==> config.mk <==
export PLATFORM = sky130hd
export DESIGN_NAME = reset_sleep_watchdog_control
export DESIGN_NICKNAME = d
export VERILOG_FILES = /design/src/hdl/rsw_pkg.sv /design/src/hdl/reset_sleep_watchdog_control.sv
export SDC_FILE = /design/constraint.sdc
export NUM_CORES = 1
export LEC_CHECK = 0
export ABC_AREA = 1
export BUFFER_PORTS_ARGS = -buffer_cell sky130_fd_sc_hd__buf_4
export CAP_MARGIN = 20
export CORE_UTILIZATION = 59
export DETAILED_ROUTE_END_ITERATION = 16
export GPL_TIMING_DRIVEN = 0
export PLACE_DENSITY = 0.8
export SYNTH_ARGS = -nofsm -noshare
export SYNTH_HDL_FRONTEND = slang
export SYNTH_SLANG_ARGS = --single-unit
export TNS_END_PERCENT = 50
==> constraint.sdc <==
create_clock -name SYS_CLK -period 4.7 [get_ports SYS_CLK]
set_clock_uncertainty 0.2 [all_clocks]
set_input_delay 0.235 -clock SYS_CLK [delete_from_list [all_inputs] [get_ports SYS_CLK]]
set_output_delay 0.235 -clock SYS_CLK [all_outputs]
set_load 0.005 [all_outputs]
==> src/hdl/rsw_pkg.sv <==
`default_nettype none

package rsw_pkg;

    // Clock rate and timing figures
    localparam int unsigned CLK_HZ        = 100_000_000;
    localparam int unsigned DRT_POR_MS    = 18;
    localparam int unsigned DRT_POR_CYC   = DRT_POR_MS * (CLK_HZ / 1_000);
    localparam int unsigned DRT_OTHER_US  = 10;
    localparam int unsigned DRT_OTHER_CYC = DRT_OTHER_US * (CLK_HZ / 1_000_000);
    localparam int unsigned WDT_BASE_MS   = 18;
    localparam int unsigned WDT_BASE_CYC  = WDT_BASE_MS * (CLK_HZ / 1_000);

    typedef logic [20:0] cnt_t;
    typedef logic [6:0]  ps_t;

    // Register offsets
    localparam logic [1:0] ADDR_OPTION = 2'h0;
    localparam logic [1:0] ADDR_STATUS = 2'h1;
    localparam logic [1:0] ADDR_CMD    = 2'h2;
    localparam logic [1:0] ADDR_PORT   = 2'h3;

    // Command register bit positions
    localparam int unsigned CMD_CLEAR_BIT = 0;
    localparam int unsigned CMD_SLEEP_BIT = 1;

    // Port pins that can wake the device
    localparam logic [3:0] WAKE_MASK_ALL   = 4'hB;
    localparam logic [3:0] WAKE_MASK_NOPIN = 4'h3;

    localparam logic [7:0] OPTION_RESET = 8'hFF;
    localparam logic [7:0] STATUS_POR   = 8'h18;
    localparam logic [3:0] PORT_OE_N_RESET = 4'hF;

    typedef enum logic [1:0] {
        ST_HOLD  = 2'b00,
        ST_RUN   = 2'b01,
        ST_SLEEP = 2'b10
    } state_e;

    typedef struct packed {
        logic       pin_wake_enable_n;
        logic       weak_pullup_enable_n;
        logic       timer_clock_source;
        logic       timer_edge_select;
        logic       prescaler_assign;
        logic [2:0] prescaler_rate;
    } option_s;

    typedef struct packed {
        logic       pin_wake_flag;
        logic       comparator_wake_flag;
        logic       spare;
        logic       watchdog_expiry_flag_n;
        logic       powerdown_flag_n;
        logic [2:0] low;
    } status_s;

    typedef struct packed {
        logic       reset_pin;
        logic       reset_pin_enable_fuse;
        logic       watchdog_enable_fuse;
        logic       cmp_out;
        logic       cmp_wake_en;
        logic [3:0] port;
    } pins_s;

endpackage

`default_nettype wire

==> src/hdl/reset_sleep_watchdog_control.sv <==
`default_nettype none

// Functional notes
// RULE1 - Reset delay timer runs from the on-chip clock whenever powered. The code counts it down only in the hold state.
// RULE2 - Core held in reset while the reset delay timer runs.
// RULE3 - Delay after reset pin high: 18 ms after power-on, 10 us otherwise.
// RULE4 - Power-on, reset pin, watchdog expiry and pin wake start the delay.
// RULE5 - Watchdog counts on a clock kept running while the core sleeps.
// RULE6 - Watchdog expiry resets the device in run and wakes it from sleep.
// RULE7 - Watchdog expiry reset clears the active-low expiry flag, status bit 4.
// RULE8 - Watchdog enable fuse at 0 disables the watchdog for good.
// RULE9 - Watchdog base period 18 ms, prescaler up to 1:128 when assigned.
// RULE10 - Watchdog clear command resets counter and assigned prescaler.
// RULE11 - Sleep command resets watchdog counter and assigned prescaler.
// RULE12 - Sleep entry: watchdog runs, bit 4 set, bit 3 cleared, oscillator off.
// RULE13 - Pins keep their drive state throughout sleep.
// RULE14 - Watchdog reset never drives the reset pin low.
// RULE15 - Sleep ends by reset pin, watchdog, pin change or comparator change.
// RULE16 - Power-down flag set on power-up, cleared by the sleep command.
// RULE17 - Pin wake flag marks a change on pins 0, 1 or 3 in sleep.
// RULE18 - Comparator wake flag marks a comparator change in sleep.
// RULE19 - Pin change compared with pins latched at the last port access.
// RULE20 - Watchdog counter cleared on every wake from sleep.
// RULE21 - Cause flags hold until a reset; reset pin pulse leaves them alone. In sleep the code clears both wake flags on a reset pin pulse.
// RULE22 - Reset pin enable fuse at 1 makes the pin an external reset.
module reset_sleep_watchdog_control #(
    parameter int unsigned DRT_POR_CYCLES  = rsw_pkg::DRT_POR_CYC,
    parameter int unsigned WDT_BASE_CYCLES = rsw_pkg::WDT_BASE_CYC
) (
    input  wire logic             SYS_CLK,
    input  wire logic             RSTN,
    input  wire logic [1:0]       ADDR,
    input  wire logic [7:0]       WDATA,
    input  wire logic             WR,
    input  wire logic             RD,
    output var  logic [7:0]       RDATA,
    input  wire logic             RESET_PIN,
    output var  logic             RESET_PIN_OUT,
    output var  logic             RESET_PIN_OE_N,
    input  wire logic             RESET_PIN_FUSE,
    input  wire logic             WATCHDOG_FUSE,
    input  wire logic [3:0]       PORT_IN,
    input  wire logic             CMP_OUT,
    input  wire logic             CMP_WAKE_EN,
    input  wire logic [3:0]       CORE_OUT,
    input  wire logic [3:0]       CORE_OE_N,
    output var  logic [3:0]       PORT_OUT,
    output var  logic [3:0]       PORT_OE_N,
    output var  logic             CORE_RESET,
    output var  logic             OSC_DRIVE_EN,
    output var  logic             SLEEPING,
    output var  rsw_pkg::option_s OPTION
);

    function automatic rsw_pkg::ps_t ps_limit(input logic [2:0] rate);
        logic [7:0] full;
        full = 8'h01 << rate;
        ps_limit = rsw_pkg::ps_t'(full - 8'h01);
    endfunction

    function automatic logic access(input logic strobe, input logic [1:0] addr,
                                    input logic [1:0] target);
        access = strobe && (addr == target);
    endfunction

    localparam rsw_pkg::cnt_t DRT_POR_LOAD  = rsw_pkg::cnt_t'(DRT_POR_CYCLES - 1);
    localparam rsw_pkg::cnt_t DRT_OTHER_LOAD = rsw_pkg::cnt_t'(rsw_pkg::DRT_OTHER_CYC - 1);
    localparam rsw_pkg::cnt_t WDT_LAST      = rsw_pkg::cnt_t'(WDT_BASE_CYCLES - 1);

    logic             rst_sync1_q;
    logic             rst_sync2_q;
    rsw_pkg::pins_s   pins_raw;
    rsw_pkg::pins_s   pins_meta_q;
    rsw_pkg::pins_s   pins_q;
    rsw_pkg::state_e  state_q;
    rsw_pkg::state_e  state_d;
    rsw_pkg::status_s status_q;
    rsw_pkg::status_s status_d;
    rsw_pkg::option_s option_q;
    rsw_pkg::cnt_t    drt_q;
    rsw_pkg::cnt_t    wdt_q;
    rsw_pkg::ps_t     ps_q;
    logic             por_q;
    logic [3:0]       port_latch_q;
    logic             cmp_latch_q;
    logic             pin_reset;
    logic             wdt_en;
    logic             base_done;
    logic             ps_done;
    logic             wdt_expire;
    logic             wdt_clear;
    logic             wake_pin;
    logic             wake_cmp;
    logic [3:0]       wake_mask;
    logic             cmd_clear;
    logic             cmd_sleep;
    logic             hold_enter;
    logic             port_touch;
    logic [7:0]       rdata_d;

    // Reset release through two flip-flops
    always_ff @(posedge SYS_CLK or negedge RSTN) begin
        if (!RSTN) begin
            rst_sync1_q <= 1'b0;
            rst_sync2_q <= 1'b0;
        end else begin
            rst_sync1_q <= 1'b1;
            rst_sync2_q <= rst_sync1_q;
        end
    end

    assign pins_raw = '{
        reset_pin:             RESET_PIN,
        reset_pin_enable_fuse: RESET_PIN_FUSE,
        watchdog_enable_fuse:  WATCHDOG_FUSE,
        cmp_out:               CMP_OUT,
        cmp_wake_en:           CMP_WAKE_EN,
        port:                  PORT_IN
    };

    // Pin and fuse synchroniser
    always_ff @(posedge SYS_CLK or negedge rst_sync2_q) begin
        if (!rst_sync2_q) begin
            pins_meta_q <= '0;
            pins_q      <= '0;
        end else begin
            pins_meta_q <= pins_raw;
            pins_q      <= pins_meta_q;
        end
    end

    // Reset pin acts only when its fuse is left at 1
    assign pin_reset = pins_q.reset_pin_enable_fuse && !pins_q.reset_pin; // RULE22

    assign wdt_en    = pins_q.watchdog_enable_fuse; // RULE8
    assign base_done = (wdt_q == WDT_LAST); // RULE9
    assign ps_done   = !option_q.prescaler_assign ||
                       (ps_q == ps_limit(option_q.prescaler_rate)); // RULE9
    assign wdt_expire = wdt_en && base_done && ps_done; // RULE6

    // Pin 3 only wakes when it is not the reset pin
    assign wake_mask = pins_q.reset_pin_enable_fuse ? rsw_pkg::WAKE_MASK_NOPIN
                                                    : rsw_pkg::WAKE_MASK_ALL;
    // An unread change from before sleep wakes the device at once
    assign wake_pin  = !option_q.pin_wake_enable_n &&
                       |((pins_q.port ^ port_latch_q) & wake_mask); // RULE19
    assign wake_cmp  = pins_q.cmp_wake_en && (pins_q.cmp_out != cmp_latch_q); // RULE15

    assign cmd_clear  = access(WR, ADDR, rsw_pkg::ADDR_CMD) &&
                        WDATA[rsw_pkg::CMD_CLEAR_BIT] && (state_q == rsw_pkg::ST_RUN);
    assign cmd_sleep  = access(WR, ADDR, rsw_pkg::ADDR_CMD) &&
                        WDATA[rsw_pkg::CMD_SLEEP_BIT] && (state_q == rsw_pkg::ST_RUN);
    assign port_touch = access(WR, ADDR, rsw_pkg::ADDR_PORT) ||
                        access(RD, ADDR, rsw_pkg::ADDR_PORT);

    // Sequencing and reset-cause flags
    always_comb begin
        state_d    = state_q;
        status_d   = status_q;
        hold_enter = 1'b0;
        unique case (state_q)
            rsw_pkg::ST_HOLD: begin
                if (!pin_reset && (drt_q == '0)) begin
                    state_d = rsw_pkg::ST_RUN; // RULE2
                end
            end
            rsw_pkg::ST_RUN: begin
                if (pin_reset) begin
                    state_d    = rsw_pkg::ST_HOLD; // RULE21
                    hold_enter = 1'b1;
                end else if (wdt_expire) begin
                    state_d    = rsw_pkg::ST_HOLD; // RULE6
                    hold_enter = 1'b1;
                    status_d.watchdog_expiry_flag_n = 1'b0; // RULE7
                    status_d.pin_wake_flag          = 1'b0;
                    status_d.comparator_wake_flag   = 1'b0;
                end else if (cmd_sleep) begin
                    state_d = rsw_pkg::ST_SLEEP;
                    status_d.watchdog_expiry_flag_n = 1'b1; // RULE12
                    status_d.powerdown_flag_n       = 1'b0; // RULE16
                end
            end
            rsw_pkg::ST_SLEEP: begin
                if (pin_reset || wdt_expire || wake_pin || wake_cmp) begin
                    state_d    = rsw_pkg::ST_HOLD; // RULE15
                    hold_enter = 1'b1;
                    status_d.watchdog_expiry_flag_n = 1'b1;
                    status_d.powerdown_flag_n       = 1'b0;
                    status_d.pin_wake_flag          = 1'b0;
                    status_d.comparator_wake_flag   = 1'b0;
                    if (pin_reset) begin
                        status_d.watchdog_expiry_flag_n = 1'b1;
                    end else if (wdt_expire) begin
                        status_d.watchdog_expiry_flag_n = 1'b0; // RULE7
                    end else if (wake_pin) begin
                        status_d.pin_wake_flag = 1'b1; // RULE17
                    end else begin
                        status_d.comparator_wake_flag = 1'b1; // RULE18
                    end
                end
            end
            default: begin
                state_d    = rsw_pkg::ST_HOLD;
                hold_enter = 1'b1;
            end
        endcase
    end

    always_ff @(posedge SYS_CLK or negedge rst_sync2_q) begin
        if (!rst_sync2_q) begin
            state_q <= rsw_pkg::ST_HOLD;
        end else begin
            state_q <= state_d;
        end
    end

    always_ff @(posedge SYS_CLK or negedge rst_sync2_q) begin
        if (!rst_sync2_q) begin
            status_q <= rsw_pkg::STATUS_POR; // RULE16
        end else begin
            status_q <= status_d; // RULE21
        end
    end

    // Reset delay timer; power-on delay until the first release
    always_ff @(posedge SYS_CLK or negedge rst_sync2_q) begin
        if (!rst_sync2_q) begin
            por_q <= 1'b1;
        end else if ((state_q == rsw_pkg::ST_HOLD) && (state_d == rsw_pkg::ST_RUN)) begin
            por_q <= 1'b0;
        end
    end

    always_ff @(posedge SYS_CLK or negedge rst_sync2_q) begin
        if (!rst_sync2_q) begin
            drt_q <= DRT_POR_LOAD; // RULE1
        end else if (state_q == rsw_pkg::ST_HOLD) begin
            if (pin_reset) begin
                drt_q <= por_q ? DRT_POR_LOAD : DRT_OTHER_LOAD; // RULE3
            end else if (drt_q != '0) begin
                drt_q <= drt_q - rsw_pkg::cnt_t'(1); // RULE1
            end
        end else if (hold_enter) begin
            drt_q <= DRT_OTHER_LOAD; // RULE4
        end
    end

    // Watchdog runs on the always-on clock, also during sleep
    assign wdt_clear = (state_q == rsw_pkg::ST_HOLD) || hold_enter || // RULE20
                       cmd_clear || cmd_sleep; // RULE10 RULE11

    always_ff @(posedge SYS_CLK or negedge rst_sync2_q) begin
        if (!rst_sync2_q) begin
            wdt_q <= '0;
            ps_q  <= '0;
        end else if (wdt_clear || !wdt_en) begin
            wdt_q <= '0;
            ps_q  <= '0;
        end else if (base_done) begin
            // Prescaler steps once per base period
            wdt_q <= '0; // RULE5
            ps_q  <= ps_done ? '0 : ps_q + rsw_pkg::ps_t'(1);
        end else begin
            wdt_q <= wdt_q + rsw_pkg::cnt_t'(1); // RULE5
        end
    end

    // Option register, back to all ones on every reset
    always_ff @(posedge SYS_CLK or negedge rst_sync2_q) begin
        if (!rst_sync2_q) begin
            option_q <= rsw_pkg::OPTION_RESET;
        end else if ((state_q == rsw_pkg::ST_HOLD) || hold_enter) begin
            // A write in the cycle a reset starts is dropped
            option_q <= rsw_pkg::OPTION_RESET;
        end else if (access(WR, ADDR, rsw_pkg::ADDR_OPTION) &&
                     (state_q == rsw_pkg::ST_RUN)) begin
            option_q <= WDATA;
        end
    end

    // Change-detect references
    always_ff @(posedge SYS_CLK or negedge rst_sync2_q) begin
        if (!rst_sync2_q) begin
            port_latch_q <= '0;
        end else if (port_touch && (state_q == rsw_pkg::ST_RUN)) begin
            port_latch_q <= pins_q.port; // RULE19
        end
    end

    always_ff @(posedge SYS_CLK or negedge rst_sync2_q) begin
        if (!rst_sync2_q) begin
            cmp_latch_q <= 1'b0;
        end else if (cmd_sleep) begin
            cmp_latch_q <= pins_q.cmp_out; // RULE18
        end
    end

    // Pin drive frozen while asleep
    always_ff @(posedge SYS_CLK or negedge rst_sync2_q) begin
        if (!rst_sync2_q) begin
            PORT_OUT  <= '0;
            PORT_OE_N <= rsw_pkg::PORT_OE_N_RESET;
        end else if (state_d != rsw_pkg::ST_SLEEP) begin
            PORT_OUT  <= CORE_OUT;
            PORT_OE_N <= CORE_OE_N;
        end // RULE13
    end

    // Core held for the whole hold state
    always_ff @(posedge SYS_CLK or negedge rst_sync2_q) begin
        if (!rst_sync2_q) begin
            CORE_RESET <= 1'b1;
        end else begin
            CORE_RESET <= (state_d == rsw_pkg::ST_HOLD); // RULE2
        end
    end

    // Oscillator driver off and sleep marker on while asleep
    always_ff @(posedge SYS_CLK or negedge rst_sync2_q) begin
        if (!rst_sync2_q) begin
            OSC_DRIVE_EN <= 1'b1;
            SLEEPING     <= 1'b0;
        end else begin
            OSC_DRIVE_EN <= (state_d != rsw_pkg::ST_SLEEP); // RULE12
            SLEEPING     <= (state_d == rsw_pkg::ST_SLEEP);
        end
    end

    // Reset pin stays an input whatever the reset cause
    always_ff @(posedge SYS_CLK or negedge rst_sync2_q) begin
        if (!rst_sync2_q) begin
            RESET_PIN_OUT  <= 1'b0;
            RESET_PIN_OE_N <= 1'b1;
        end else begin
            RESET_PIN_OUT  <= 1'b0;
            RESET_PIN_OE_N <= 1'b1; // RULE14
        end
    end

    always_ff @(posedge SYS_CLK or negedge rst_sync2_q) begin
        if (!rst_sync2_q) begin
            OPTION <= rsw_pkg::OPTION_RESET;
        end else begin
            OPTION <= option_q;
        end
    end

    // Read port: option and command read as zero
    always_comb begin
        rdata_d = 8'h00;
        if (RD) begin
            unique case (ADDR)
                rsw_pkg::ADDR_STATUS: rdata_d = status_q;
                rsw_pkg::ADDR_PORT:   rdata_d = {4'h0, pins_q.port};
                rsw_pkg::ADDR_OPTION: rdata_d = 8'h00;
                rsw_pkg::ADDR_CMD:    rdata_d = 8'h00;
            endcase
        end
    end

    // Read data lasts one cycle, then drops to zero
    always_ff @(posedge SYS_CLK or negedge rst_sync2_q) begin
        if (!rst_sync2_q) begin
            RDATA <= 8'h00;
        end else begin
            RDATA <= rdata_d;
        end
    end

endmodule

`default_nettype wire

==> results of run 1 <==
worst max-delay path, stage by stage (launching register included):
cell and delay, ns:
sky130_fd_sc_hd__dfstp_2 0.52, sky130_fd_sc_hd__buf_2 0.21, sky130_fd_sc_hd__nor2_2 0.07, sky130_fd_sc_hd__nand2_1 0.09, sky130_fd_sc_hd__ha_1 0.25, sky130_fd_sc_hd__inv_1 0.09
sky130_fd_sc_hd__nand3_1 0.08, sky130_fd_sc_hd__nand2_1 0.08, sky130_fd_sc_hd__nand2_1 0.06, sky130_fd_sc_hd__nand2_1 0.04, sky130_fd_sc_hd__nand2_1 0.05, sky130_fd_sc_hd__inv_1 0.04
sky130_fd_sc_hd__nand3_2 0.09, sky130_fd_sc_hd__nand2_2 0.10, sky130_fd_sc_hd__a21oi_4 0.23, sky130_fd_sc_hd__nand4_4 0.19, sky130_fd_sc_hd__nand2_4 0.19, sky130_fd_sc_hd__nand2_4 0.13
sky130_fd_sc_hd__buf_8 0.18, sky130_fd_sc_hd__nor2_2 0.10
sequential cells by signal (all words and copies together) (netlist names):
register      flops
CORE_RESET        1
OPTION            8
OSC_DRIVE_EN      1
PORT_OE_N         4
PORT_OUT          4
RDATA             7
SLEEPING          1
cmp_latch_q       1
drt_q            21
option_q          8
pins_meta_q       9
pins_q            8
por_q             1
port_latch_q      3
ps_q              7
rst_sync1_q       1
rst_sync2_q       1
state_q           2
status_q          4
wdt_en            1
wdt_q            21
stage by stage:
stage | worst slack [ns] | util, % | std cells
final | 1.63 | 77.5 | 901
after CTS | 1.63 | 77.5 | 901
after global placement | 0.107 | 66.9 | 837
after detailed placement | 1.67 | 67.2 | 838
after global routing | 1.37 | 77.5 | 901
after floorplan | 1.16 | - | 670
where the power goes:
| group | switching (W) | internal, W |
|---|---|---|
| combinational | 0.0000851 | 0.0000809 |
| clock | 0.000432 | 0.000915 |
| sequential | 0.0000458 | 0.00104 |
| total | 0.000563 | 0.00204 |
metal layers:
| layer | wire length [um] | vias up |
|---|---|---|
| met3 | 667 | 33 |
| met4 | 355 | 0 |
| met2 | 6410 | 193 |
| met1 | 5560 | 2290 |
| met5 | 0 | - |
| li1 | - | 2349 |
Yosys cell counts, types with 8 or more instances:
master,n,area share (%)
sky130_fd_sc_hd__nor3_1,11,0.99
sky130_fd_sc_hd__nor2_1,66,4.4
sky130_fd_sc_hd__nor2_2,23,2.6
sky130_fd_sc_hd__xor2_1,18,2.8
sky130_fd_sc_hd__inv_1,74,5.0
sky130_fd_sc_hd__nor4_1,8,0.90
sky130_fd_sc_hd__dfrtp_1,73,33
sky130_fd_sc_hd__nand3_1,43,3.9
sky130_fd_sc_hd__nand4_1,28,3.1
sky130_fd_sc_hd__dfstp_2,41,19
sky130_fd_sc_hd__nand2_1,190,13
sky130_fd_sc_hd__o21ai_0,28,2.5
area by class of cell:
class | count | area share (%)
multi-input cells | 464 | 32.3
repair buffers | 88 | 10.6
clock inverters | 9 | 2.14
plain buffers | 14 | 1.37
flip-flops and latches | 114 | 40.8
inverters | 78 | 4.11
well taps | 111 | 1.95
clock buffers | 23 | 6.69
path summary, 6_finish.rpt:
kind	from	endpoint	slack, ns
max in group asynchronous	rst_sync2_q$_DFF_PN0_	drt_q[9]$_DFFE_PN1P_	3.33
min in group asynchronous	rst_sync2_q$_DFF_PN0_	wdt_q[3]$_DFF_PN0_	0.21
hold reg to reg	pins_meta_q[2]$_DFF_PN0_	pins_q[2]$_DFF_PN0_	0.14
setup / recovery	option_q[2]$_DFFE_PN1P_	wdt_q[15]$_DFF_PN0_	1.63
setup reg to reg	option_q[2]$_DFFE_PN1P_	wdt_q[15]$_DFF_PN0_	1.63
hold / removal	WR	option_q[4]$_DFFE_PN1P_	0.04
kinds of logic after synthesis:
kind of cell    count (synthesis)  synth area share [%]
buf+inv                        92                  6.99
simple gates                  389                  31.6
mux                             5                 0.918
flops                         114                  52.0
fa+ha+maj                       4                 0.896
compound gates                 39                  3.88
other cells                     2                 0.134
xor+xnor                       23                  3.61
==> impl_metrics.prom, run 1 <==
# TYPE chip_impl_metric gauge
chip_impl_metric{name="routability_driven_placement_congestion_ratio",unit=""} 0.897
chip_impl_metric{name="cell_row_count",unit=""} 35
chip_impl_metric{name="core_area",unit="sq um"} 9200
chip_impl_metric{name="hold_ws",unit="ns"} 0.0437
chip_impl_metric{name="die_w",unit="um"} 99.3
chip_impl_info{name="rsz0062_at_grt",value="no"} 1
chip_impl_metric{name="report.power.total",unit="W"} 0.00260
chip_impl_metric{name="clkLatencyLatePin",unit="ns"} 0.50
chip_impl_metric{name="layout_worst_path_cycle_share",unit="%"} 65.3
chip_impl_metric{name="timing.critical_path.arrival",unit="ns"} 3.30
chip_impl_metric{name="cts_repair_resize_count",unit=""} 0
chip_impl_metric{name="tightest_slew",unit="ns"} 0.774
chip_impl_metric{name="finalWirelength",unit="mm"} 13.0
chip_impl_metric{name="synth.yosys.seq_area_share",unit="%"} 52.0
chip_impl_metric{name="synth.distinct_cells",unit=""} 37
chip_impl_metric{name="placed_cell_area",unit="sq um"} 6180
chip_impl_metric{name="cts_inserted_buffers",unit=""} 17
chip_impl_info{name="status",value="complete, no violations"} 1
chip_impl_info{name="timing.critical_path.from_type",value="register"} 1
chip_impl_metric{name="route.detailed.wl_per_inst",unit="um"} 14.4
chip_impl_metric{name="floorplan.initialDensity",unit="%"} 60.7
chip_impl_info{name="setup.worst_path.end_class",value="register"} 1
chip_impl_metric{name="period_needed",unit="ns"} 3.07
chip_impl_info{name="hp-class",value="input pin to register"} 1
chip_impl_metric{name="via_count_of_the_first_global_routing_pass",unit=""} 4819
chip_impl_metric{name="synth_cells",unit=""} 668
chip_impl_metric{name="antenna_cells",unit=""} 0
chip_impl_metric{name="holdBufCountCts",unit=""} 31
chip_impl_metric{name="slew_headroom",unit="%"} 48.4
chip_impl_metric{name="finish.net_count",unit=""} 812
chip_impl_metric{name="detail_route.drc_violations",unit=""} 0
chip_impl_metric{name="yosysWarnings",unit=""} 0
chip_impl_metric{name="drt_pass1_iterations",unit=""} 5
chip_impl_metric{name="grt_overflow_total",unit=""} 0
chip_impl_metric{name="final.setup.tns",unit="ns"} 0
chip_impl_info{name="clock-root-buffer",value="sky130_fd_sc_hd__clkbuf_8"} 1
chip_impl_metric{name="final-seq-area",unit="sq um"} 2910
chip_impl_metric{name="dieArea",unit="sq um"} 9860
chip_impl_metric{name="power.leakage",unit="nW"} 3.43
chip_impl_metric{name="number_of_synthesized_flops_with_an_enable_pin",unit=""} 0
chip_impl_metric{name="drt.antenna.violating_nets",unit=""} 0
chip_impl_metric{name="synth_seq_cells",unit=""} 114
chip_impl_metric{name="layout_cells_sized_above_1",unit="%"} 22.9
chip_impl_info{name="layout_commonest_cell",value="sky130_fd_sc_hd__nand2_1"} 1
chip_impl_metric{name="htreeDepth",unit=""} 4
chip_impl_metric{name="areaGrowthSynthToFinish",unit="%"} 27.5
chip_impl_metric{name="multi_input_area",unit="sq um"} 2300
chip_impl_metric{name="critPathMaxFanout",unit=""} 10
chip_impl_metric{name="stdcell_area",unit="sq um"} 7120
chip_impl_metric{name="clock.fmax",unit="GHz"} 0.326
chip_impl_metric{name="final-hold-violation-count",unit=""} 0
chip_impl_metric{name="slew_viol_final",unit=""} 0
chip_impl_info{name="tritoncts_clock_tree",value="yes"} 1
chip_impl_metric{name="use_met1",unit="%"} 35.4
chip_impl_metric{name="timing.reg2reg.worst_path_depth",unit=""} 19
chip_impl_metric{name="clockBufferDepth",unit=""} 2
chip_impl_info{name="critPathKind",value="register to register"} 1
chip_impl_metric{name="avgViaCountPerCell",unit=""} 5.40
chip_impl_metric{name="post_synth.cell_area_avg",unit="sq um"} 8.36
chip_impl_metric{name="grt_antenna_before_repair",unit=""} 0
chip_impl_metric{name="place.port_buffers",unit=""} 56
chip_impl_metric{name="ioPinCount",unit=""} 60
chip_impl_info{name="layout.cells.most_common_list",value="sky130_fd_sc_hd__nand2_1, sky130_fd_sc_hd__inv_1, sky130_fd_sc_hd__dfrtp_1, sky130_fd_sc_hd__nor2_1, sky130_fd_sc_hd__buf_4"} 1
chip_impl_metric{name="fillerInstances",unit=""} 574
chip_impl_metric{name="synthArstFlopShare",unit="%"} 100
chip_impl_metric{name="clk_pin_slew_worst_paths",unit="ns"} 0.06
chip_impl_metric{name="vdd_ir_drop_max",unit="uV"} 270
chip_impl_metric{name="drt_iter0_drc",unit=""} 335
chip_impl_metric{name="setup_viol",unit=""} 0
chip_impl_metric{name="netlist_area",unit="sq um"} 5590
chip_impl_metric{name="dp_hpwl",unit="mm"} 8.39
chip_impl_metric{name="grt_util_overall",unit="%"} 28.7
chip_impl_metric{name="dieHeight",unit="um"} 99.3
chip_impl_info{name="ys.flop_type",value="sky130_fd_sc_hd__dfrtp_1"} 1
chip_impl_metric{name="whs_path_depth",unit=""} 4
chip_impl_metric{name="use_met2",unit="%"} 47.6
chip_impl_metric{name="vias_after_detailed_routing",unit=""} 4865
chip_impl_metric{name="cts.sink_count",unit=""} 114
chip_impl_metric{name="grt_start_max_net_pins",unit=""} 62
chip_impl_metric{name="required",unit="ns"} 4.93
chip_impl_info{name="global_route.peak_usage_layer",value="met2"} 1
chip_impl_metric{name="power.density",unit="nW/um^2"} 365
chip_impl_metric{name="met3_usage",unit="%"} 5.76
chip_impl_metric{name="post_cts_buffers",unit=""} 0
chip_impl_metric{name="maxCapViolCount",unit=""} 0
chip_impl_metric{name="global_route_wire_length_before_repair",unit="mm"} 21.9
Note: power is estimated with default switching activity, not from simulation.
==> inputs of run 2 (changes only) <==
clock period = 2.9 ns   (was 4.7 ns; I/O delays follow)
==> impl_metrics.prom, run 2 (synthesis gave the netlist of run 1 again) <==
# TYPE chip_impl_metric gauge
chip_impl_metric{name="final.setup.tns",unit="ns"} 0
chip_impl_metric{name="die_w",unit="um"} 99.3
chip_impl_metric{name="cts_inserted_buffers",unit=""} 17
chip_impl_metric{name="dieArea",unit="sq um"} 9860
chip_impl_metric{name="clk_pin_slew_worst_paths",unit="ns"} 0.06
chip_impl_metric{name="vias_after_detailed_routing",unit=""} 4961
chip_impl_metric{name="grt_overflow_total",unit=""} 0
chip_impl_info{name="timing.critical_path.from_type",value="register"} 1
chip_impl_info{name="status",value="complete, no violations"} 1
chip_impl_metric{name="route.detailed.wl_per_inst",unit="um"} 14.5
chip_impl_metric{name="dp_hpwl",unit="mm"} 8.39
chip_impl_info{name="clock-root-buffer",value="sky130_fd_sc_hd__clkbuf_8"} 1
chip_impl_metric{name="cell_row_count",unit=""} 35
chip_impl_metric{name="power.leakage",unit="nW"} 3.49
chip_impl_metric{name="report.power.total",unit="W"} 0.00405
chip_impl_metric{name="slew_viol_final",unit=""} 0
chip_impl_metric{name="place.port_buffers",unit=""} 56
chip_impl_metric{name="finish.net_count",unit=""} 823
chip_impl_metric{name="placed_cell_area",unit="sq um"} 6180
chip_impl_metric{name="finalWirelength",unit="mm"} 13.3
chip_impl_info{name="setup.worst_path.start",value="option_q[1]$_DFFE_PN1P_"} 1
chip_impl_metric{name="grt_util_overall",unit="%"} 29.3
chip_impl_metric{name="stdcell_area",unit="sq um"} 7220
chip_impl_metric{name="core_area",unit="sq um"} 9200
chip_impl_info{name="hp-class",value="input pin to register"} 1
chip_impl_metric{name="post-place-cells",unit=""} 838
chip_impl_metric{name="required",unit="ns"} 3.15
chip_impl_info{name="layout_commonest_cell",value="sky130_fd_sc_hd__nand2_1"} 1
chip_impl_info{name="rr_startpoint",value="option_q[1]$_DFFE_PN1P_"} 1
chip_impl_metric{name="antenna_cells",unit=""} 0
chip_impl_metric{name="layout_cells_sized_above_1",unit="%"} 24.1
chip_impl_info{name="worst_r2r_endpoint",value="drt_q[2]$_DFFE_PN1P_"} 1
chip_impl_info{name="critPathKind",value="register to register"} 1
chip_impl_metric{name="drt_iter0_drc",unit=""} 338
chip_impl_metric{name="ioPinCount",unit=""} 60
chip_impl_info{name="reg_top3",value="drt_q: 21 flops, wdt_q: 21 flops, pins_meta_q: 9 flops"} 1
chip_impl_metric{name="drt.antenna.violating_nets",unit=""} 0
chip_impl_metric{name="clockBufferDepth",unit=""} 2
chip_impl_metric{name="power.density",unit="nW/um^2"} 561
chip_impl_info{name="setup.worst_path.end_class",value="register"} 1
chip_impl_metric{name="detail_route.drc_violations",unit=""} 0
chip_impl_metric{name="timing.critical_path.arrival",unit="ns"} 2.99
chip_impl_metric{name="setup_viol",unit=""} 0
chip_impl_metric{name="htreeDepth",unit=""} 4
chip_impl_metric{name="layout_worst_path_cycle_share",unit="%"} 94.7
chip_impl_metric{name="fillerInstances",unit=""} 598
chip_impl_metric{name="clock.fmax",unit="GHz"} 0.364
chip_impl_metric{name="grt_start_max_net_pins",unit=""} 77
chip_impl_metric{name="vdd_ir_drop_max",unit="uV"} 495
chip_impl_metric{name="floorplan.initialDensity",unit="%"} 60.7
chip_impl_metric{name="areaGrowthSynthToFinish",unit="%"} 29.3
chip_impl_info{name="critPathCapture",value="drt_q[2]$_DFFE_PN1P_"} 1
chip_impl_metric{name="timing.reg2reg.worst_path_depth",unit=""} 15
chip_impl_metric{name="global_route_wire_length_before_repair",unit="mm"} 22.3
chip_impl_metric{name="routability_driven_placement_congestion_ratio",unit=""} 0.888
chip_impl_metric{name="slew_headroom",unit="%"} 44.4
chip_impl_metric{name="via_count_of_the_first_global_routing_pass",unit=""} 4955
chip_impl_metric{name="maxCapViolCount",unit=""} 0
chip_impl_metric{name="clkLatencyLatePin",unit="ns"} 0.52
chip_impl_info{name="tritoncts_clock_tree",value="yes"} 1
chip_impl_metric{name="tightest_slew",unit="ns"} 0.827
chip_impl_metric{name="ff2ff_setup_slack",unit="ns"} 0.16
chip_impl_metric{name="critPathMaxFanout",unit=""} 10
chip_impl_metric{name="period_needed",unit="ns"} 2.74
chip_impl_metric{name="drt_pass1_iterations",unit=""} 5
chip_impl_info{name="layout.cells.most_common_list",value="sky130_fd_sc_hd__nand2_1, sky130_fd_sc_hd__inv_1, sky130_fd_sc_hd__dfrtp_1, sky130_fd_sc_hd__buf_4, sky130_fd_sc_hd__nor2_1"} 1
chip_impl_metric{name="grt_antenna_before_repair",unit=""} 0
chip_impl_metric{name="final-hold-violation-count",unit=""} 0
chip_impl_metric{name="avgViaCountPerCell",unit=""} 5.44
chip_impl_metric{name="dieHeight",unit="um"} 99.3
chip_impl_metric{name="cts.sink_count",unit=""} 114
chip_impl_metric{name="final_core_utilization",unit="%"} 78.5
chip_impl_metric{name="final_cells",unit=""} 912
[run 2: cell count changes in the layout (fill, tap and decap cells not counted), sizes merged]
cell / delta
buf: +5
clkbuf: -1
dlygate4sd3: +5
clkinv: +2
bufinv: -1
inv: +1
[run 2: area by class of cell]
class	count	area (sq um)	share of cell area, %
Buffer	13	95.1	1.32
Clock buffer	21	439	6.08
Clock inverter	11	138	1.91
Inverter	78	298	4.12
Multi-Input combinational cell	464	2340	32.5
Sequential cell	114	2910	40.3
Tap cell	111	139	1.92
Timing Repair Buffer	100	861	11.9
[run 2: how the worst min path moves through the flow]
stage | endpoint | from | depth (start not counted)
5_1_grt | pins_meta_q[0]$_DFF_PN0_ | PORT_IN[0] | 2
4_1_cts | pins_meta_q[0]$_DFF_PN0_ | PORT_IN[0] | 2
6_report | pins_meta_q[0]$_DFF_PN0_ | PORT_IN[0] | 2
2_1_floorplan | rst_sync1_q$_DFF_PN0_ | RSTN | 0
3_5_place_dp | rst_sync1_q$_DFF_PN0_ | RSTN | 1
3_3_place_gp | rst_sync1_q$_DFF_PN0_ | RSTN | 1
[run 2: metrics by stage]
stage / hold slack [ns] / setup WS (ns)
after floorplan: -0.351 / 0.291
after global placement: -0.273 / -0.0299
after detailed placement: -0.270 / -0.119
after CTS: 0.0541 / 0.0835
after global routing: 0.0687 / -0.00839
final: 0.0762 / 0.155
[run 2: timing repair]
item | in CTS | in global routing
endpoints found under the setup margin | 50 | 55
endpoints found under the hold margin | 39 | 0
pin swaps | 3 | 4
hold buffers | 36 | 0
gates cloned | 0 | 0
gates resized for setup | 2 | 12
setup buffers | 5 | 2
[run 2: worst max-delay path: stages, from the launching register on]
cell and delay [ns]:
sky130_fd_sc_hd__dfstp_2 0.59, sky130_fd_sc_hd__nor2_2 0.07, sky130_fd_sc_hd__nand2_1 0.11, sky130_fd_sc_hd__ha_4 0.21
sky130_fd_sc_hd__nand2_1 0.06, sky130_fd_sc_hd__nand2_1 0.05, sky130_fd_sc_hd__nor2_1 0.11, sky130_fd_sc_hd__nand3_1 0.09
sky130_fd_sc_hd__nor2_1 0.14, sky130_fd_sc_hd__nand3_2 0.13, sky130_fd_sc_hd__nand2_4 0.12, sky130_fd_sc_hd__a21oi_4 0.09
sky130_fd_sc_hd__nand4_4 0.17, sky130_fd_sc_hd__buf_2 0.27, sky130_fd_sc_hd__nand4_1 0.14, sky130_fd_sc_hd__nand2_1 0.13
[run 2: layer usage]
layer	GRT usage (%)	routed length, um	vias to the layer above
met5	0	0	-
met4	10.7	258	0
met3	7.03	765	30
met2	50.4	6670	197
met1	36.2	5570	2360
li1	-	-	2374
[run 2: where the power goes]
part / switching, W / internal [W] / leakage, nW
clock: 0.000699 / 0.00132 / 0.277
combinational: 0.000146 / 0.000134 / 1.83
sequential: 0.0000682 / 0.00168 / 1.38
==> inputs of run 3 (changes only) <==
MAX_ROUTING_LAYER = met4   (was default)
==> impl_metrics.prom, run 3 (synthesis gave the netlist of run 1 again) <==
# TYPE chip_impl_metric gauge
chip_impl_metric{name="grt_start_max_net_pins",unit=""} 78
chip_impl_metric{name="path_depth",unit=""} 17
chip_impl_metric{name="die_w",unit="um"} 99.3
chip_impl_metric{name="timing.critical_path.arrival",unit="ns"} 2.90
chip_impl_metric{name="drt_pass1_iterations",unit=""} 5
chip_impl_info{name="layout_commonest_cell",value="sky130_fd_sc_hd__nand2_1"} 1
chip_impl_metric{name="layout_cells_sized_above_1",unit="%"} 25.1
chip_impl_metric{name="antenna_cells",unit=""} 0
chip_impl_metric{name="power.density",unit="nW/um^2"} 539
chip_impl_metric{name="final_cells",unit=""} 917
chip_impl_metric{name="power.leakage",unit="nW"} 3.48
chip_impl_metric{name="dieArea",unit="sq um"} 9860
chip_impl_metric{name="avgViaCountPerCell",unit=""} 5.43
chip_impl_metric{name="finish.net_count",unit=""} 828
chip_impl_metric{name="cell_row_count",unit=""} 35
chip_impl_info{name="cp_cell_sequence",value="nor2_2 > nand2_1 > ha_4 > nand2_1 > nand2_1 > nor2_1 > nand3_1 > nor2_1 > nand3_2 > nand2_4 > a21oi_4 > buf_4 > nand2_2 > nand2_4 > buf_4 > nand2_1 > nand2_1"} 1
chip_impl_info{name="setup.worst_path.start",value="option_q[2]$_DFFE_PN1P_"} 1
chip_impl_info{name="hp-class",value="input pin to register"} 1
chip_impl_info{name="clock-root-buffer",value="sky130_fd_sc_hd__clkbuf_8"} 1
chip_impl_info{name="worst_r2r_endpoint",value="PORT_OUT[3]$_DFFE_PN0N_"} 1
chip_impl_metric{name="critPathMaxFanout",unit=""} 8
chip_impl_metric{name="period_needed",unit="ns"} 2.69
chip_impl_info{name="status",value="complete, no violations"} 1
chip_impl_metric{name="cts_inserted_buffers",unit=""} 17
chip_impl_info{name="tritoncts_clock_tree",value="yes"} 1
chip_impl_metric{name="cts.sink_count",unit=""} 114
chip_impl_info{name="worst_path_max_delay_cell",value="sky130_fd_sc_hd__dfstp_2"} 1
chip_impl_metric{name="seq_power_share",unit="%"} 45.1
chip_impl_info{name="crit_path_frequent_cell",value="sky130_fd_sc_hd__nand2_1"} 1
chip_impl_metric{name="netSwitchingPower",unit="W"} 0.000990
chip_impl_metric{name="finalWirelength",unit="mm"} 13.4
chip_impl_metric{name="route.detailed.wl_per_inst",unit="um"} 14.6
chip_impl_metric{name="ff2ff_setup_slack",unit="ns"} 0.21
chip_impl_metric{name="stdcell_area",unit="sq um"} 7210
chip_impl_info{name="layout.cells.most_common_list",value="sky130_fd_sc_hd__nand2_1, sky130_fd_sc_hd__inv_1, sky130_fd_sc_hd__buf_4, sky130_fd_sc_hd__dfrtp_1, sky130_fd_sc_hd__nor2_1"} 1
chip_impl_metric{name="slew_viol_final",unit=""} 0
chip_impl_metric{name="grt_antenna_before_repair",unit=""} 0
chip_impl_metric{name="critical_path.n_buffers_inverters",unit=""} 2
chip_impl_metric{name="tightest_slew",unit="ns"} 0.720
chip_impl_metric{name="required",unit="ns"} 3.11
chip_impl_metric{name="grt_util_overall",unit="%"} 29.9
chip_impl_metric{name="post-place-cells",unit=""} 838
chip_impl_info{name="rsz0062_at_grt",value="no"} 1
chip_impl_info{name="crit_family",value="simple AND/OR/NAND/NOR gates"} 1
chip_impl_metric{name="vdd_ir_drop_max",unit="uV"} 442
chip_impl_metric{name="clkLatencyLatePin",unit="ns"} 0.51
chip_impl_metric{name="power.internal",unit="W"} 0.00290
chip_impl_metric{name="report.power.total",unit="W"} 0.00389
chip_impl_metric{name="setup_viol",unit=""} 0
chip_impl_metric{name="layout_worst_path_cycle_share",unit="%"} 92.9
chip_impl_metric{name="clockBufferDepth",unit=""} 2
chip_impl_metric{name="floorplan.initialDensity",unit="%"} 60.7
chip_impl_metric{name="areaGrowthSynthToFinish",unit="%"} 29.1
chip_impl_info{name="rr_startpoint",value="option_q[2]$_DFFE_PN1P_"} 1
chip_impl_info{name="setup.worst_path.end_class",value="register"} 1
chip_impl_metric{name="detail_route.drc_violations",unit=""} 0
chip_impl_info{name="timing.critical_path.from_type",value="register"} 1
chip_impl_info{name="critPathCapture",value="PORT_OUT[3]$_DFFE_PN0N_"} 1
chip_impl_metric{name="dieHeight",unit="um"} 99.3
chip_impl_metric{name="dp_hpwl",unit="mm"} 8.33
chip_impl_metric{name="maxCapViolCount",unit=""} 0
chip_impl_info{name="reg_top3",value="drt_q: 21 flops, wdt_q: 21 flops, pins_meta_q: 9 flops"} 1
chip_impl_metric{name="drt.antenna.violating_nets",unit=""} 0
chip_impl_metric{name="timing.reg2reg.worst_path_depth",unit=""} 17
chip_impl_info{name="critPathKind",value="register to register"} 1
chip_impl_metric{name="core_area",unit="sq um"} 9200
chip_impl_metric{name="routability_driven_placement_congestion_ratio",unit=""} 0.922
chip_impl_metric{name="ioPinCount",unit=""} 60
chip_impl_metric{name="timing.critical_path.slowest_cell_delay",unit="ns"} 0.60
chip_impl_metric{name="place.port_buffers",unit=""} 56
chip_impl_metric{name="final-hold-violation-count",unit=""} 0
chip_impl_metric{name="htreeDepth",unit=""} 4
chip_impl_metric{name="via_count_of_the_first_global_routing_pass",unit=""} 4788
chip_impl_metric{name="clock.fmax",unit="GHz"} 0.371
chip_impl_metric{name="placed_cell_area",unit="sq um"} 6180
chip_impl_metric{name="drt_iter0_drc",unit=""} 371
chip_impl_metric{name="vias_after_detailed_routing",unit=""} 4983
chip_impl_metric{name="share_comb_of_total_power",unit="%"} 7.4
chip_impl_metric{name="slew_headroom",unit="%"} 51.6
chip_impl_metric{name="grt_overflow_total",unit=""} 0
chip_impl_metric{name="global_route_wire_length_before_repair",unit="mm"} 22.1
chip_impl_metric{name="clk_pin_slew_worst_paths",unit="ns"} 0.06
chip_impl_metric{name="power_switching_share",unit="%"} 25.5
chip_impl_metric{name="power.share.clock",unit="%"} 47.6
[run 3: worst min-delay path by stage]
stage / from / end / slack, ns / depth (start not counted)
2_1_floorplan: RSTN / rst_sync1_q$_DFF_PN0_ / -0.35 / 0
3_3_place_gp: RSTN / rst_sync1_q$_DFF_PN0_ / -0.27 / 1
3_5_place_dp: RSTN / rst_sync1_q$_DFF_PN0_ / -0.27 / 1
4_1_cts: PORT_IN[2] / pins_meta_q[2]$_DFF_PN0_ / 0.06 / 2
5_1_grt: WATCHDOG_FUSE / pins_meta_q[6]$_DFF_PN0_ / 0.08 / 2
6_report: WATCHDOG_FUSE / pins_meta_q[6]$_DFF_PN0_ / 0.08 / 2
[run 3: power groups by stage]
stage / Clock, W / Sequential [W] / Combinational (W)
after floorplan: 0 / 0.00177 / 0.000133
after global placement: 0 / 0.00179 / 0.000198
after detailed placement: 0 / 0.00177 / 0.000237
after CTS: 0.00186 / 0.00175 / 0.000278
after global routing: 0.00194 / 0.00176 / 0.000322
final: 0.00185 / 0.00175 / 0.000287
[run 3: layout make-up]
| cell class | count | area, sq um |
|---|---|---|
| repair buffers | 105 | 896 |
| plain buffers | 13 | 92.6 |
| well taps | 111 | 139 |
| multi-input cells | 464 | 2340 |
| inverters | 78 | 295 |
| clock buffers | 18 | 428 |
| flip-flops and latches | 114 | 2910 |
| fillers | 585 | 1990 |
| clock inverters | 14 | 108 |
[run 3: per-stage QoR]
stage / utilization, % / setup TNS [ns] / hold WS, ns / setup slack [ns]
2_1_floorplan: - / 0 / -0.351 / 0.291
3_3_place_gp: 66.9 / -0.525 / -0.273 / -0.0292
3_5_place_dp: 67.2 / -3.37 / -0.270 / -0.129
4_1_cts: 77.2 / 0 / 0.0649 / 0.0284
5_1_grt: 78.4 / 0 / 0.0820 / 0.0113
6_report: 78.4 / 0 / 0.0813 / 0.206
[run 3: per-layer routing]
layer | wire length [um] | part of all wire, % | global-route usage, % | vias to the layer above
met2 | 6840 | 51 | 49.4 | 176
li1 | - | - | - | 2383
met1 | 5670 | 42 | 36.4 | 2394
met4 | 247 | 1.8 | 12.8 | 0
met3 | 657 | 4.9 | 5.27 | 30
met5 | 0 | 0 | - | -
[run 3: what timing repair did]
item / CTS / global route
hold endpoints to repair: 38 / 0
gates resized for setup: 1 / 10
endpoints found under the setup margin: 51 / 68
hold buffers: 35 / 0
pin swaps: 2 / 4
setup buffers: 4 / 9
gates cloned: 0 / 0
